**src/verilog/hmrxs_map.vh**
```
/*
 * register map, status word layout and frame thresholds of the
 * receive status and control block.
 * assumes: included by the design file only, by its bare name.
 */
`ifndef HMRXS_MAP_VH
`define HMRXS_MAP_VH

// ==========================================================
// register offsets (byte addresses, one word each)
`define HMRXS_A_STS_PORT  8'h00
`define HMRXS_A_FIFO_INF  8'h04
`define HMRXS_A_MAC_CTRL  8'h08
`define HMRXS_A_INTERRUPT_STATUS_REGISTER   8'h0c

// ==========================================================
// control register bits
`define HMRXS_C_RX_EN     0
`define HMRXS_C_PASS_BAD_FRAMES   1
`define HMRXS_C_SFLUSH    2
`define HMRXS_C_DFLUSH    3
`define HMRXS_CTRL_RST    2'b00

// ==========================================================
// interrupt status bits (write one to clear)
`define HMRXS_I_RXSTOP    0
`define HMRXS_I_RXERR     1

// ==========================================================
// status word fields
`define HMRXS_S_FILT      30
`define HMRXS_S_LEN_HI    29
`define HMRXS_S_LEN_LO    16
`define HMRXS_S_ES        15
`define HMRXS_S_BCAST     13
`define HMRXS_S_LENERR    12
`define HMRXS_S_RUNT      11
`define HMRXS_S_MCAST     10
`define HMRXS_S_LONG      7
`define HMRXS_S_LATECOL   6
`define HMRXS_S_FTYPE     5
`define HMRXS_S_WDOG      4
`define HMRXS_S_MIIERR    3
`define HMRXS_S_DRIB      2
`define HMRXS_S_CRC       1
`define HMRXS_S_RSV31     31
`define HMRXS_S_RSV14     14
`define HMRXS_S_RSV9      9
`define HMRXS_S_RSV8      8
`define HMRXS_S_RSV0      0

// ==========================================================
// frame thresholds in bytes or bits
`define HMRXS_RUNT_LEN    14'h0040
`define HMRXS_MAX_LEN     14'h05ee
`define HMRXS_TYPE_MIN    16'h05dc
`define HMRXS_HDR_LEN     14'h000e
`define HMRXS_OVERHEAD    17'h0_0012
`define HMRXS_WDOG_LEN    14'h0800
`define HMRXS_DRIB_MIN10  3'h3

`endif

```
**src/verilog/hmrxs_top.v**
```verilog
/*
 * receive status and control of the host mac: builds one status
 * word per frame, queues it in a flip-flop fifo for the host,
 * runs the receiver stop handshake and raises the error flags.
 * assumes: the mac side reports each frame by a one-cycle fr_done
 * pulse after its data sits in the data fifo, with the frame
 * facts valid beside it; the host uses a plain register port.
 * limits: the watchdog and too-long flags are judged from the
 * reported byte length alone, so the mac side must keep counting
 * past the limits rather than cut the frame; a status word pushed
 * into a full fifo is lost and only the error flag records it;
 * the flush strobes act only once the receiver has fully halted;
 * the length check assumes 18 bytes of header plus crc.
 */
// Design decisions made here: the plain strobed port and the placing of the registers.
//
// Behaviour
// RL1 - one status word pushed per stored frame
// RL2 - reserved status bits always read zero
// RL3 - bit 30 marks address filter fail
// RL4 - bits 29:16 carry frame byte length
// RL5 - bit 15 is or of 11,7,6,1
// RL6 - bit 13 marks broadcast destination
// RL7 - bit 12 marks length field mismatch
// RL8 - bit 11 marks frame under 64 bytes
// RL9 - runts dropped unless pass bad frames set
// RL10 - bit 10 marks multicast destination
// RL11 - bit 7 over 1518 bytes, no truncation
// RL12 - bit 6 marks late collision
// RL13 - bit 5 type over 1500, not short runts
// RL14 - bit 4 marks receive watchdog expiry
// RL15 - bit 3 marks receive error signalled
// RL16 - bit 2 dribble bits, gated by speed, collision
// RL17 - dribble without crc error is valid
// RL18 - bit 1 crc mismatch or receive error
// RL19 - host ignores crc bit on bad frames
// RL20 - host stops, flushes, restarts via enable
// RL21 - pulse stopped event once receiver halted
// RL22 - error flag on underruns or status overrun
// RL23 - receiver keeps running after error flag
`timescale 1ns/1ps
`include "hmrxs_map.vh"

module hmrxs_top #(
    parameter SDEPTH = 16,
    parameter SAW    = 4,
    parameter [13:0] WDOG_LEN = `HMRXS_WDOG_LEN
) (
    // clock and reset
    input  wire        clk,
    input  wire        rst,
    // host register port
    input  wire [7:0]  addr,
    input  wire [31:0] wdata,
    input  wire        wr,
    input  wire        rd,
    output reg  [31:0] rdata_r,
    // frame report from the mac side
    input  wire        fr_done,
    input  wire [13:0] fr_len,
    input  wire [15:0] fr_lt,
    input  wire        fr_filt_fail,
    input  wire        fr_bcast,
    input  wire        fr_mcast,
    input  wire        fr_late_col,
    input  wire        fr_rx_er,
    input  wire        fr_crc_bad,
    input  wire [2:0]  fr_drib,
    input  wire        spd_10,
    input  wire        fr_active,
    input  wire        dfifo_underrun,
    // controls and events toward the data path
    output reg         rx_run_r,
    output reg         frame_drop_r,
    output reg         dfifo_flush_r,
    output reg         rx_stop_evt_r,
    output reg         rx_err_flag_r
);

    // ==========================================================
    // receiver state
    localparam [2:0] ST_RUN   = 3'b001;
    localparam [2:0] ST_DRAIN = 3'b010;
    localparam [2:0] ST_STOP  = 3'b100;

    // state and its next value
    reg  [2:0]        st_r;
    reg  [2:0]        st_nxt;

    // control bits as last written by the host
    reg               rx_en_r;
    reg               pass_bad_frames_r;

    // sticky flags of the interrupt status register
    reg               int_stop_r;
    reg               int_err_r;

    // ==========================================================
    // status fifo storage
    // one word per queued frame, oldest at rp_r
    reg  [31:0]       sfifo [0:SDEPTH-1];
    reg  [SAW-1:0]    wp_r;
    reg  [SAW-1:0]    rp_r;
    reg  [SAW:0]      cnt_r;

    // fifo state and register selects
    wire              s_empty;
    wire              s_full;
    wire              sel_sts;
    wire              sel_inf;
    wire              sel_ctrl;
    wire              sel_int;

    // ==========================================================
    // frame classification
    // per-frame classes
    wire              is_runt;
    wire              is_long;
    wire              is_wdog;
    wire              is_type;
    wire              len_err;
    wire              drib;
    wire              es;

    // length check, one bit wider so the sum cannot wrap
    wire [16:0]       lt_full;
    wire [16:0]       len_ext;

    // status word and fifo strobes
    wire [31:0]       sword;
    wire              accept;
    wire              push;
    wire              pop;
    wire              s_under;
    wire              s_over;

    // halt and flush strobes
    wire              stop_now;
    wire              sflush;

    // thresholds applied to the reported byte length; a frame of
    // 64 bytes or more has cleared the collision window
    assign is_runt = fr_len < `HMRXS_RUNT_LEN;          // RL8
    assign is_long = fr_len > `HMRXS_MAX_LEN;           // RL11
    assign is_wdog = fr_len > WDOG_LEN;                 // RL14

    // type frames only once the length field was seen at all
    assign is_type = (fr_lt > `HMRXS_TYPE_MIN) &&
                     !(fr_len < `HMRXS_HDR_LEN);        // RL13

    // a length field must cover the payload; short ones may be padded
    // type frames carry no length, so they never flag a mismatch
    assign lt_full = {1'b0, fr_lt} + `HMRXS_OVERHEAD;
    assign len_ext = {3'b000, fr_len};
    assign len_err = !(fr_lt > `HMRXS_TYPE_MIN) &&
                     ((lt_full > len_ext) ||
                      (!is_runt && (fr_len != `HMRXS_RUNT_LEN) &&
                       (lt_full != len_ext)));          // RL7

    // at 10 Mbps a few stray bits are line noise, not dribble
    assign drib = (fr_drib != 3'h0) &&
                  (!spd_10 || !(fr_drib < `HMRXS_DRIB_MIN10)) &&
                  !fr_late_col;                         // RL16

    assign es = is_runt | is_long | fr_late_col |
                fr_crc_bad | fr_rx_er;                  // RL5

    // ==========================================================
    // status word assembly, reserved positions tied low
    assign sword[`HMRXS_S_RSV31]    = 1'b0;             // RL2
    // filter result, byte length and error summary
    assign sword[`HMRXS_S_FILT]     = fr_filt_fail;     // RL3
    assign sword[`HMRXS_S_LEN_HI:`HMRXS_S_LEN_LO] = fr_len; // RL4
    assign sword[`HMRXS_S_ES]       = es;               // RL5
    assign sword[`HMRXS_S_RSV14]    = 1'b0;             // RL2
    // destination class and the length checks
    assign sword[`HMRXS_S_BCAST]    = fr_bcast;         // RL6
    assign sword[`HMRXS_S_LENERR]   = len_err;          // RL7
    assign sword[`HMRXS_S_RUNT]     = is_runt;          // RL8
    assign sword[`HMRXS_S_MCAST]    = fr_mcast;         // RL10
    assign sword[`HMRXS_S_RSV9:`HMRXS_S_RSV8] = 2'b00;  // RL2
    // size, collision and type class
    assign sword[`HMRXS_S_LONG]     = is_long;          // RL11
    assign sword[`HMRXS_S_LATECOL]  = fr_late_col;      // RL12
    assign sword[`HMRXS_S_FTYPE]    = is_type;          // RL13
    assign sword[`HMRXS_S_WDOG]     = is_wdog;          // RL14
    // errors seen on the line
    assign sword[`HMRXS_S_MIIERR]   = fr_rx_er;         // RL15
    assign sword[`HMRXS_S_DRIB]     = drib;             // RL16
    // crc bit is left raw on bad frames; the host discounts it
    assign sword[`HMRXS_S_CRC]      = fr_crc_bad | fr_rx_er; // RL18
    assign sword[`HMRXS_S_RSV0]     = 1'b0;             // RL2

    // ==========================================================
    // register decode; exact, so any other address reads zero
    // and ignores writes
    assign sel_sts  = addr == `HMRXS_A_STS_PORT;
    assign sel_inf  = addr == `HMRXS_A_FIFO_INF;
    assign sel_ctrl = addr == `HMRXS_A_MAC_CTRL;
    assign sel_int  = addr == `HMRXS_A_INTERRUPT_STATUS_REGISTER;

    // ==========================================================
    // fifo flow; dribble alone never drops a frame
    // a report in the halted state is ignored altogether
    assign s_empty  = cnt_r == {(SAW+1){1'b0}};
    assign s_full   = cnt_r == SDEPTH[SAW:0];
    assign accept   = fr_done && !st_r[2] &&
                      (!is_runt || pass_bad_frames_r);          // RL9 RL17
    assign sflush   = wr && sel_ctrl && st_r[2] &&
                      wdata[`HMRXS_C_SFLUSH];           // RL20
    assign push     = accept && !s_full && !sflush;     // RL1
    assign s_over   = accept && s_full;                 // RL22
    assign pop      = rd && sel_sts && !s_empty;
    assign s_under  = rd && sel_sts && s_empty;         // RL22
    assign stop_now = st_r[1] && !fr_active;            // RL21

    // ==========================================================
    // receiver stop handshake, frame in flight finishes first
    always @* begin
        st_nxt = st_r;
        case (st_r)
            ST_RUN: begin
                // enable cleared: the frame in flight may still finish
                if (!rx_en_r) begin
                    st_nxt = ST_DRAIN;
                end
            end
            ST_DRAIN: begin
                // halted once the mac side goes idle
                if (stop_now) begin
                    st_nxt = ST_STOP;
                end
            end
            ST_STOP: begin
                if (rx_en_r) begin
                    st_nxt = ST_RUN;
                end
            end
            default: begin
                // an illegal code parks the receiver halted
                st_nxt = ST_STOP;
            end
        endcase
    end

    // state register and receiver run level
    // run level follows the next state so both change together
    always @(posedge clk or posedge rst) begin
        if (rst) begin
            st_r     <= ST_STOP;
            rx_run_r <= 1'b0;
        end else begin
            st_r     <= st_nxt;
            rx_run_r <= st_nxt == ST_RUN;
        end
    end

    // ==========================================================
    // control register; flush bits are self clearing strobes
    // pass bad frames reads back; the flush bits read as zero
    always @(posedge clk or posedge rst) begin
        if (rst) begin
            rx_en_r       <= 1'b0;
            pass_bad_frames_r     <= 1'b0;
            dfifo_flush_r <= 1'b0;
        end else begin
            dfifo_flush_r <= 1'b0;
            if (wr && sel_ctrl) begin
                rx_en_r   <= wdata[`HMRXS_C_RX_EN];     // RL20
                pass_bad_frames_r <= wdata[`HMRXS_C_PASS_BAD_FRAMES];
                // flushing a live receiver would tear frames
                dfifo_flush_r <= st_r[2] &&
                                 wdata[`HMRXS_C_DFLUSH]; // RL20
            end
        end
    end

    // ==========================================================
    // interrupt status flags; a new event beats the clear
    // the event pulse rises on the same edge that the halted state is entered
    always @(posedge clk or posedge rst) begin
        if (rst) begin
            int_stop_r    <= 1'b0;
            int_err_r     <= 1'b0;
            rx_stop_evt_r <= 1'b0;
            rx_err_flag_r <= 1'b0;
        end else begin
            rx_stop_evt_r <= stop_now;                  // RL21
            // the halt sets the flag even against a clear
            if (stop_now) begin
                int_stop_r <= 1'b1;                     // RL21
            end else if (wr && sel_int &&
                         wdata[`HMRXS_I_RXSTOP]) begin
                int_stop_r <= 1'b0;
            end
            // error only flags; reception carries on regardless
            if (s_under || s_over || dfifo_underrun) begin
                int_err_r     <= 1'b1;                  // RL22 RL23
                rx_err_flag_r <= 1'b1;
            end else if (wr && sel_int &&
                         wdata[`HMRXS_I_RXERR]) begin
                int_err_r     <= 1'b0;
                rx_err_flag_r <= 1'b0;
            end
        end
    end

    // ==========================================================
    // runt drop strobe toward the data path
    // the data path discards the frame's stored data on it
    always @(posedge clk or posedge rst) begin
        if (rst) begin
            frame_drop_r <= 1'b0;
        end else begin
            frame_drop_r <= fr_done && !st_r[2] &&
                            is_runt && !pass_bad_frames_r;      // RL9
        end
    end

    // ==========================================================
    // status fifo pointers; an overrun loses the newest word
    // pointers wrap by their width, so SDEPTH is a power of two
    always @(posedge clk or posedge rst) begin
        if (rst) begin
            wp_r  <= {SAW{1'b0}};
            rp_r  <= {SAW{1'b0}};
            cnt_r <= {(SAW+1){1'b0}};
        end else if (sflush) begin
            wp_r  <= {SAW{1'b0}};
            rp_r  <= {SAW{1'b0}};
            cnt_r <= {(SAW+1){1'b0}};
        end else begin
            if (push) begin
                wp_r <= wp_r + {{(SAW-1){1'b0}}, 1'b1};
            end
            if (pop) begin
                rp_r <= rp_r + {{(SAW-1){1'b0}}, 1'b1};
            end
            if (push && !pop) begin
                cnt_r <= cnt_r + {{SAW{1'b0}}, 1'b1};
            end else if (pop && !push) begin
                cnt_r <= cnt_r - {{SAW{1'b0}}, 1'b1};
            end
        end
    end

    // storage has no reset; only written slots are ever read
    // a slot is written at the push edge and read at the pop edge
    always @(posedge clk) begin
        if (push) begin
            sfifo[wp_r] <= sword;                       // RL1
        end
    end

    // ==========================================================
    // read data, valid the cycle after the strobe only
    // an empty status read returns zero and raises the error flag
    always @(posedge clk or posedge rst) begin
        if (rst) begin
            rdata_r <= 32'h0000_0000;
        end else begin
            rdata_r <= 32'h0000_0000;
            if (rd) begin
                if (pop) begin
                    rdata_r <= sfifo[rp_r];
                end else if (sel_inf) begin
                    rdata_r <= {{(31-SAW){1'b0}}, cnt_r};
                end else if (sel_ctrl) begin
                    rdata_r <= {30'h0000_0000, pass_bad_frames_r, rx_en_r};
                end else if (sel_int) begin
                    rdata_r <= {30'h0000_0000, int_err_r, int_stop_r};
                end
            end
        end
    end

endmodule

```
**config.mk**
```make
export PLATFORM = sky130hd
export DESIGN_NAME = hmrxs_top
export DESIGN_NICKNAME = d
export VERILOG_FILES = /design/src/verilog/hmrxs_top.v
export VERILOG_INCLUDE_DIRS = /design/src /design/src/verilog
export SDC_FILE = /design/constraint.sdc
export NUM_CORES = 1
export LEC_CHECK = 0
export BUFFER_PORTS_ARGS = -buffer_cell sky130_fd_sc_hd__clkbuf_2
export CORE_MARGIN = 1
export CORE_UTILIZATION = 45
export CTS_BUF_LIST = sky130_fd_sc_hd__clkbuf_4 sky130_fd_sc_hd__clkbuf_8
export CTS_CLUSTER_SIZE = 40
export DETAILED_ROUTE_END_ITERATION = 12
export REMOVE_ABC_BUFFERS = 1
export SYNTH_ARGS = -nofsm -noshare
export SYNTH_HDL_FRONTEND = slang
export SYNTH_SLANG_ARGS = --single-unit
```
**constraint.sdc**
```tcl
create_clock -name clk -period 3.3 [get_ports clk]
set_clock_uncertainty 0.2 [all_clocks]
set_input_delay 0.33 -clock clk [delete_from_list [all_inputs] [get_ports clk]]
set_output_delay 0.33 -clock clk [all_outputs]
set_load 0.05 [all_outputs]
```
[Word-level counts from Yosys, hierarchy flattened]
Memory sizes are Yosys's and may differ from the RTL's.
Index checks and enable logic that the tools add are counted.
Storage, ports and cells
  bits in registers: 56
  bits in latches: 0
  bits in writable memories: 432
  ROM bits: 0
  input port bits: 87
  output and inout bits: 37
  logic and storage cells: 117
  memories kept: 1
Operators by class
  $add $sub $neg: 5
  multiply operators: 0
  div/mod/pow operators: 0
  magnitude comparators: 7
  equality and inequality tests: 10
  shift operators: 0
  muxes and demuxes: 23
  bitwise gates (word level): 5
  reductions and logical operators: 53
Memory list
  sfifo: depth 16, bits a word 27, read ports 1, clocked after Yosys merged registers in 0, wr ports 1, RTL line hmrxs_top.v:101  | reg [31:0] sfifo [0:SDEPTH-1];
Operator list (number)
  $mux 32: 2
  $logic_and 1x1->1: 26
  $mux 5: 4
  $add 16x5->17 const B: 1
  $gt 17x14->1: 1
  $ne 17x14->1: 1
  $eq 8x4->1 const B: 2
  $gt 16x11->1 const B: 1
  $mux 4: 4
  $gt 14x11->1 const B: 1
  $gt 14x12->1 const B: 1
  $logic_not 1->1: 14
  $lt 14x4->1 const B: 1
  $lt 14x7->1 const B: 1
  $ne 14x7->1 const B: 1
  $mux 3: 3
  $pmux 3 s3: 1
  $add 4x1->4 const B: 2
  $eq 8x3->1 const B: 1
  $logic_not 8->1: 1
  $reduce_bool 2->1: 4
  $mux 1: 7
  $eq 3x1->1 const B: 2
  $reduce_bool 3->1: 2
  other kinds (10): 19

[Logic depth before layout (Yosys ltp)]
  depth in word-level cells: 11
  depth in mapped cells: 13
  mapped depth without buffers: 13

[Least setup slack after synthesis]
Ideal clock, no wire load.
  kind: reg2reg
  start point: reg cnt_r[0]
  end point: reg cnt_r[4]
  library setup time: 0.081 ns
  arrival: 2.999 ns
  required time: 3.019 ns
  path slack: 0.020 ns
  cell stages (with the launch flop): 12
  path buffers: 2
  clock period less this slack: 3.280 ns
  cell sequence: dfrtp_1 nor4_1 a2111o_1 buf_6 clkbuf_1 nand2_1 fa_1 a21o_1 a21o_1 or3_1 and3_1 nor3_2
Between the ends
  longest elaborated chain between the ends: 7
  elaborated cells between the ends (all ways): 17
  those cells by class: 2 x add/sub; 1 x eq/ne; 3 x mux; 11 x reduce/logical
Ends and longest elaborated chain
  start, declared: RTL line hmrxs_top.v:104  | reg [SAW:0] cnt_r;
  start signal, assigned: RTL line hmrxs_top.v:327  | cnt_r <= {(SAW+1){1'b0}};
  start signal, assigned: RTL line hmrxs_top.v:331  | cnt_r <= {(SAW+1){1'b0}};
  start signal, assigned: RTL line hmrxs_top.v:340  | cnt_r <= cnt_r + {{SAW{1'b0}}, 1'b1};
  parallel branches: the longest is 7 deep, another holds $sub 5x1->5
Several ways; the timed one is not identified. The select of a mux whose other input is x is not followed.
A chain may end at the register's enable or synchronous reset.

[Worst setup path after layout]
  start point: in fr_len[13]
  end point: reg cnt_r[4]
Between the ends
  longest elaborated chain between the ends: 9
  elaborated cells between the ends (all ways): 12
  those cells by class: 1 x order compare; 2 x mux; 9 x reduce/logical
Ends and longest elaborated chain
  start, declared: RTL line hmrxs_top.v:60  | input wire [13:0] fr_len,
  $lt 14x7->1 (no line) (*)
  $logic_not 1->1 (*): RTL line hmrxs_top.v:208  | (!is_runt || pass_bad_frames_r);
  $logic_or 1x1->1 (*): RTL line hmrxs_top.v:208
  $logic_and 1x1->1 (*): RTL line hmrxs_top.v:207  | assign accept = fr_done && !st_r[2] &&
  $logic_and 1x1->1 (*) (2 in series): RTL line hmrxs_top.v:211  | assign push = accept && !s_full && !sflush;
  $logic_and 1x1->1 or $logic_not 1->1 (tied branches): RTL line hmrxs_top.v:339, hmrxs_top.v:341
  $mux 5 or $logic_and 1x1->1 (tied branches): RTL line hmrxs_top.v:339, hmrxs_top.v:341
  $mux 5 or $reduce_bool 3->1 (tied branches)
Every way passes the cells marked *; elsewhere a longest branch is shown, timed or not.

==> results.ini <==
[pwr]
p_leak_nw = 7.81
net-switching-power_mw = 2.79
p_int_mw = 9.85
peakVddDrop_uv = 251
seq_power_share = 0.540
power_density_nw_per_um2 = 557
p_sw_frac = 0.221
combPwrFrac = 0.071
clock_power_share = 0.388

[floorplanning]
die_h_um = 209
die_w_um = 209
io_pins = 124
rows = 75
dieArea_um2 = 43700
core_area_um2 = 42100
start_util = 0.458

[worst_setup_path]
cp.required_ns = 3.62
cpPeakStageDelay_ns = 0.53
r2r_cells = 10
worstPathArrival_ns = 3.38
crit_end = cnt_r[4]
ff2ff_setup_slack_ns = 0.29
r2r-start = cnt_r[0]
crit_slowest_cell = dlygate4sd3_1
crit_chain = dlygate4sd3_1 > clkbuf_2 > nor3_1 > nand3_1 > buf_4 > o21a_1 > nand2_1 > ha_1 > a21o_1 > a21o_1 > or3_1 > and3_1 > nor3_2
setup.worst_path.class = in2reg
r2r_end = cnt_r[4]
cpMostUsedCell = a21o_1
worstPathMaxFanout = 5
critical_path.startpoint = fr_len[13]
cp-start-kind = input port
crit_path_end_kind = register

[timing]
layout_min_cycle_time_ns = 3.07
fmax_ghz = 0.326
setup_tns_ns = 0
slew_headroom = 0.381
worst_pin_slew_ns = 0.926
setup_slack_ns = 0.234
finalCritPeriodShare = 0.929
finalHoldViolCount = 0
setup_violations = 0
drv_slew = 0
whs_ns = 0.0355
rsz0062_at_grt = false

[drt]
drtAntennaViolNets = 0
num_vias = 9786
drt_iter0_markers = 844
routed_wirelength_um = 42700
dr.pass1.iters = 5
vias_per_cell = 5.57
drc = 0
drt-wirelength-per-cell_um = 24.3

[cts]
cts.root.buffer_cell = clkbuf_8
cts_tree = built
clock_sinks = 484
h-tree-depth = 3
cts_buffer_depth = 3
cts_hold_buf = 33
worstSkewPairLatency_ns = 0.62
numCtsBuffers = 78
clkTransAtPathRegs_ns = 0.06
ctsResizeCount = 0
cts_setup_buffers = 0

[layout]
final.fill_count = 3315
drive_above_1_share = 0.360
final_cell_mix = edfxtp_1, mux4_2, clkbuf_2, clkbuf_8, buf_4
multi_input_area_um2 = 4760
final_common_cell = edfxtp_1
register_area_um2 = 14300
finalNetCount = 1271
diodes = 0
area_growth_pct = 17.7
final_cells = 1757

[min_path]
hold_class = in2reg
worstHoldPathCells = 1

[yosys]
yosysUniqueCellTypes = 56
synthFlopType = edfxtp_1
yosys_warnings = 0
async_flop_share = 0.107
synth_seq_cells = 484
synth_edf_count = 432
synth_seq_area_share = 0.740
syn_inst = 935
synth_area_um2 = 19300
syn_area_per_cell_um2 = 20.6

[run_status]
status = finished clean

[global_route]
grt.total_usage = 0.204
antenna_found_initial = 1
grt_pass1_wl_um = 64200
grt_pass1_vias = 10402
grt_start_max_net_pins = 46
gr-total-overflow = 0

[run]
timing.max_cap.violations = 0

[placed_design]
routabilityCongestion = 0.736
placed_cells = 1586
place_ws_ns = 0.188
io_buffers = 91
dpl.hpwl_um = 24200

-- through the flow --
step                      area (um2)   util  power, mW
after floorplan                19100      -       7.56
after global placement         20900  0.496       7.83
after detailed placement       20900  0.496       7.85
after CTS                      22700  0.539       12.8
after global routing           22700  0.539       13.2
final                          22700  0.539       12.6
-- layout make-up --
type	count	area share
Tap cell	539	0.0297
Multi-Input combinational cell	386	0.209
Inverter	23	0.00380
Clock buffer	104	0.0578
Timing Repair Buffer	187	0.0626
Sequential cell	484	0.629
Clock inverter	34	0.00771
-- cell usage after synthesis (12+ instances only) --
master    instances  area share
a21oi_1          17      0.0044
and2_1           14      0.0045
and3_1           14      0.0045
clkbuf_1         26      0.0051
dfrtp_1          51       0.066
edfxtp_1        432        0.67
ha_1             23       0.015
inv_1            23      0.0045
mux4_2          132        0.15
nand2_1          18      0.0035
nand3_1          14      0.0036
nor2_1           27      0.0053
nor2b_1          27      0.0088
o21ai_0          12      0.0031
-- worst min-delay path by stage --
stage	from	to	slack (ns)
2_1_floorplan	fr_active	rx_stop_evt_r	0.21
3_3_place_gp	rst	rdata_r[7]	0.17
3_5_place_dp	rst	rdata_r[7]	0.18
4_1_cts	fr_len[12]	sfifo[15][24]	0.001
5_1_grt	fr_len[12]	sfifo[2][24]	0.04
6_report	fr_len[1]	sfifo[6][13]	0.04
-- state kept, by name, summed over array words and instances, names as in the netlist, 3 cells and up --
register and cells:
cnt_r 5, wp_r 4, rdata_r 28, st_r 3
sfifo 432, rp_r 4
-- worst max-delay path: cells and delay by family --
family	cells	cell delay (ns)
AO/OA/AOI/OAI	3	0.55
buffers and inverters	3	0.91
adder cells (fa/ha/maj)	1	0.24
AND/OR/NAND/NOR	6	1.33
-- routing by layer --
layer  vias up  part of all wire  global-route usage
li1       4273                 -                   -
met1      5154              0.45               0.290
met2       296              0.48               0.323
met3        63             0.052              0.0341
met4         0             0.018              0.0654
met5         -                 0                   0
-- power by group through the flow --
stage / Combinational, mW / Sequential [mW] / Clock, mW
floorplan: 0.558 / 7.00 / 0
global placement: 0.875 / 6.96 / 0
detailed placement: 0.894 / 6.96 / 0
CTS: 0.922 / 6.83 / 5.06
global route: 1.00 / 6.84 / 5.31
finish: 0.904 / 6.83 / 4.91
-- kinds of logic after synthesis --
logic type / count (synthesis) / share of synthesized area
muxes: 147 / 0.162
xor gates and xnor gates: 18 / 0.00856
other: 1 / 0.000194
AOI/OAI and AO/OA: 51 / 0.0167
DFF: 484 / 0.740
adders and majority gates: 25 / 0.0165
and+or+nand+nor: 141 / 0.0405
buffers and inverters: 68 / 0.0151
(Power assumes the default switching activity.)
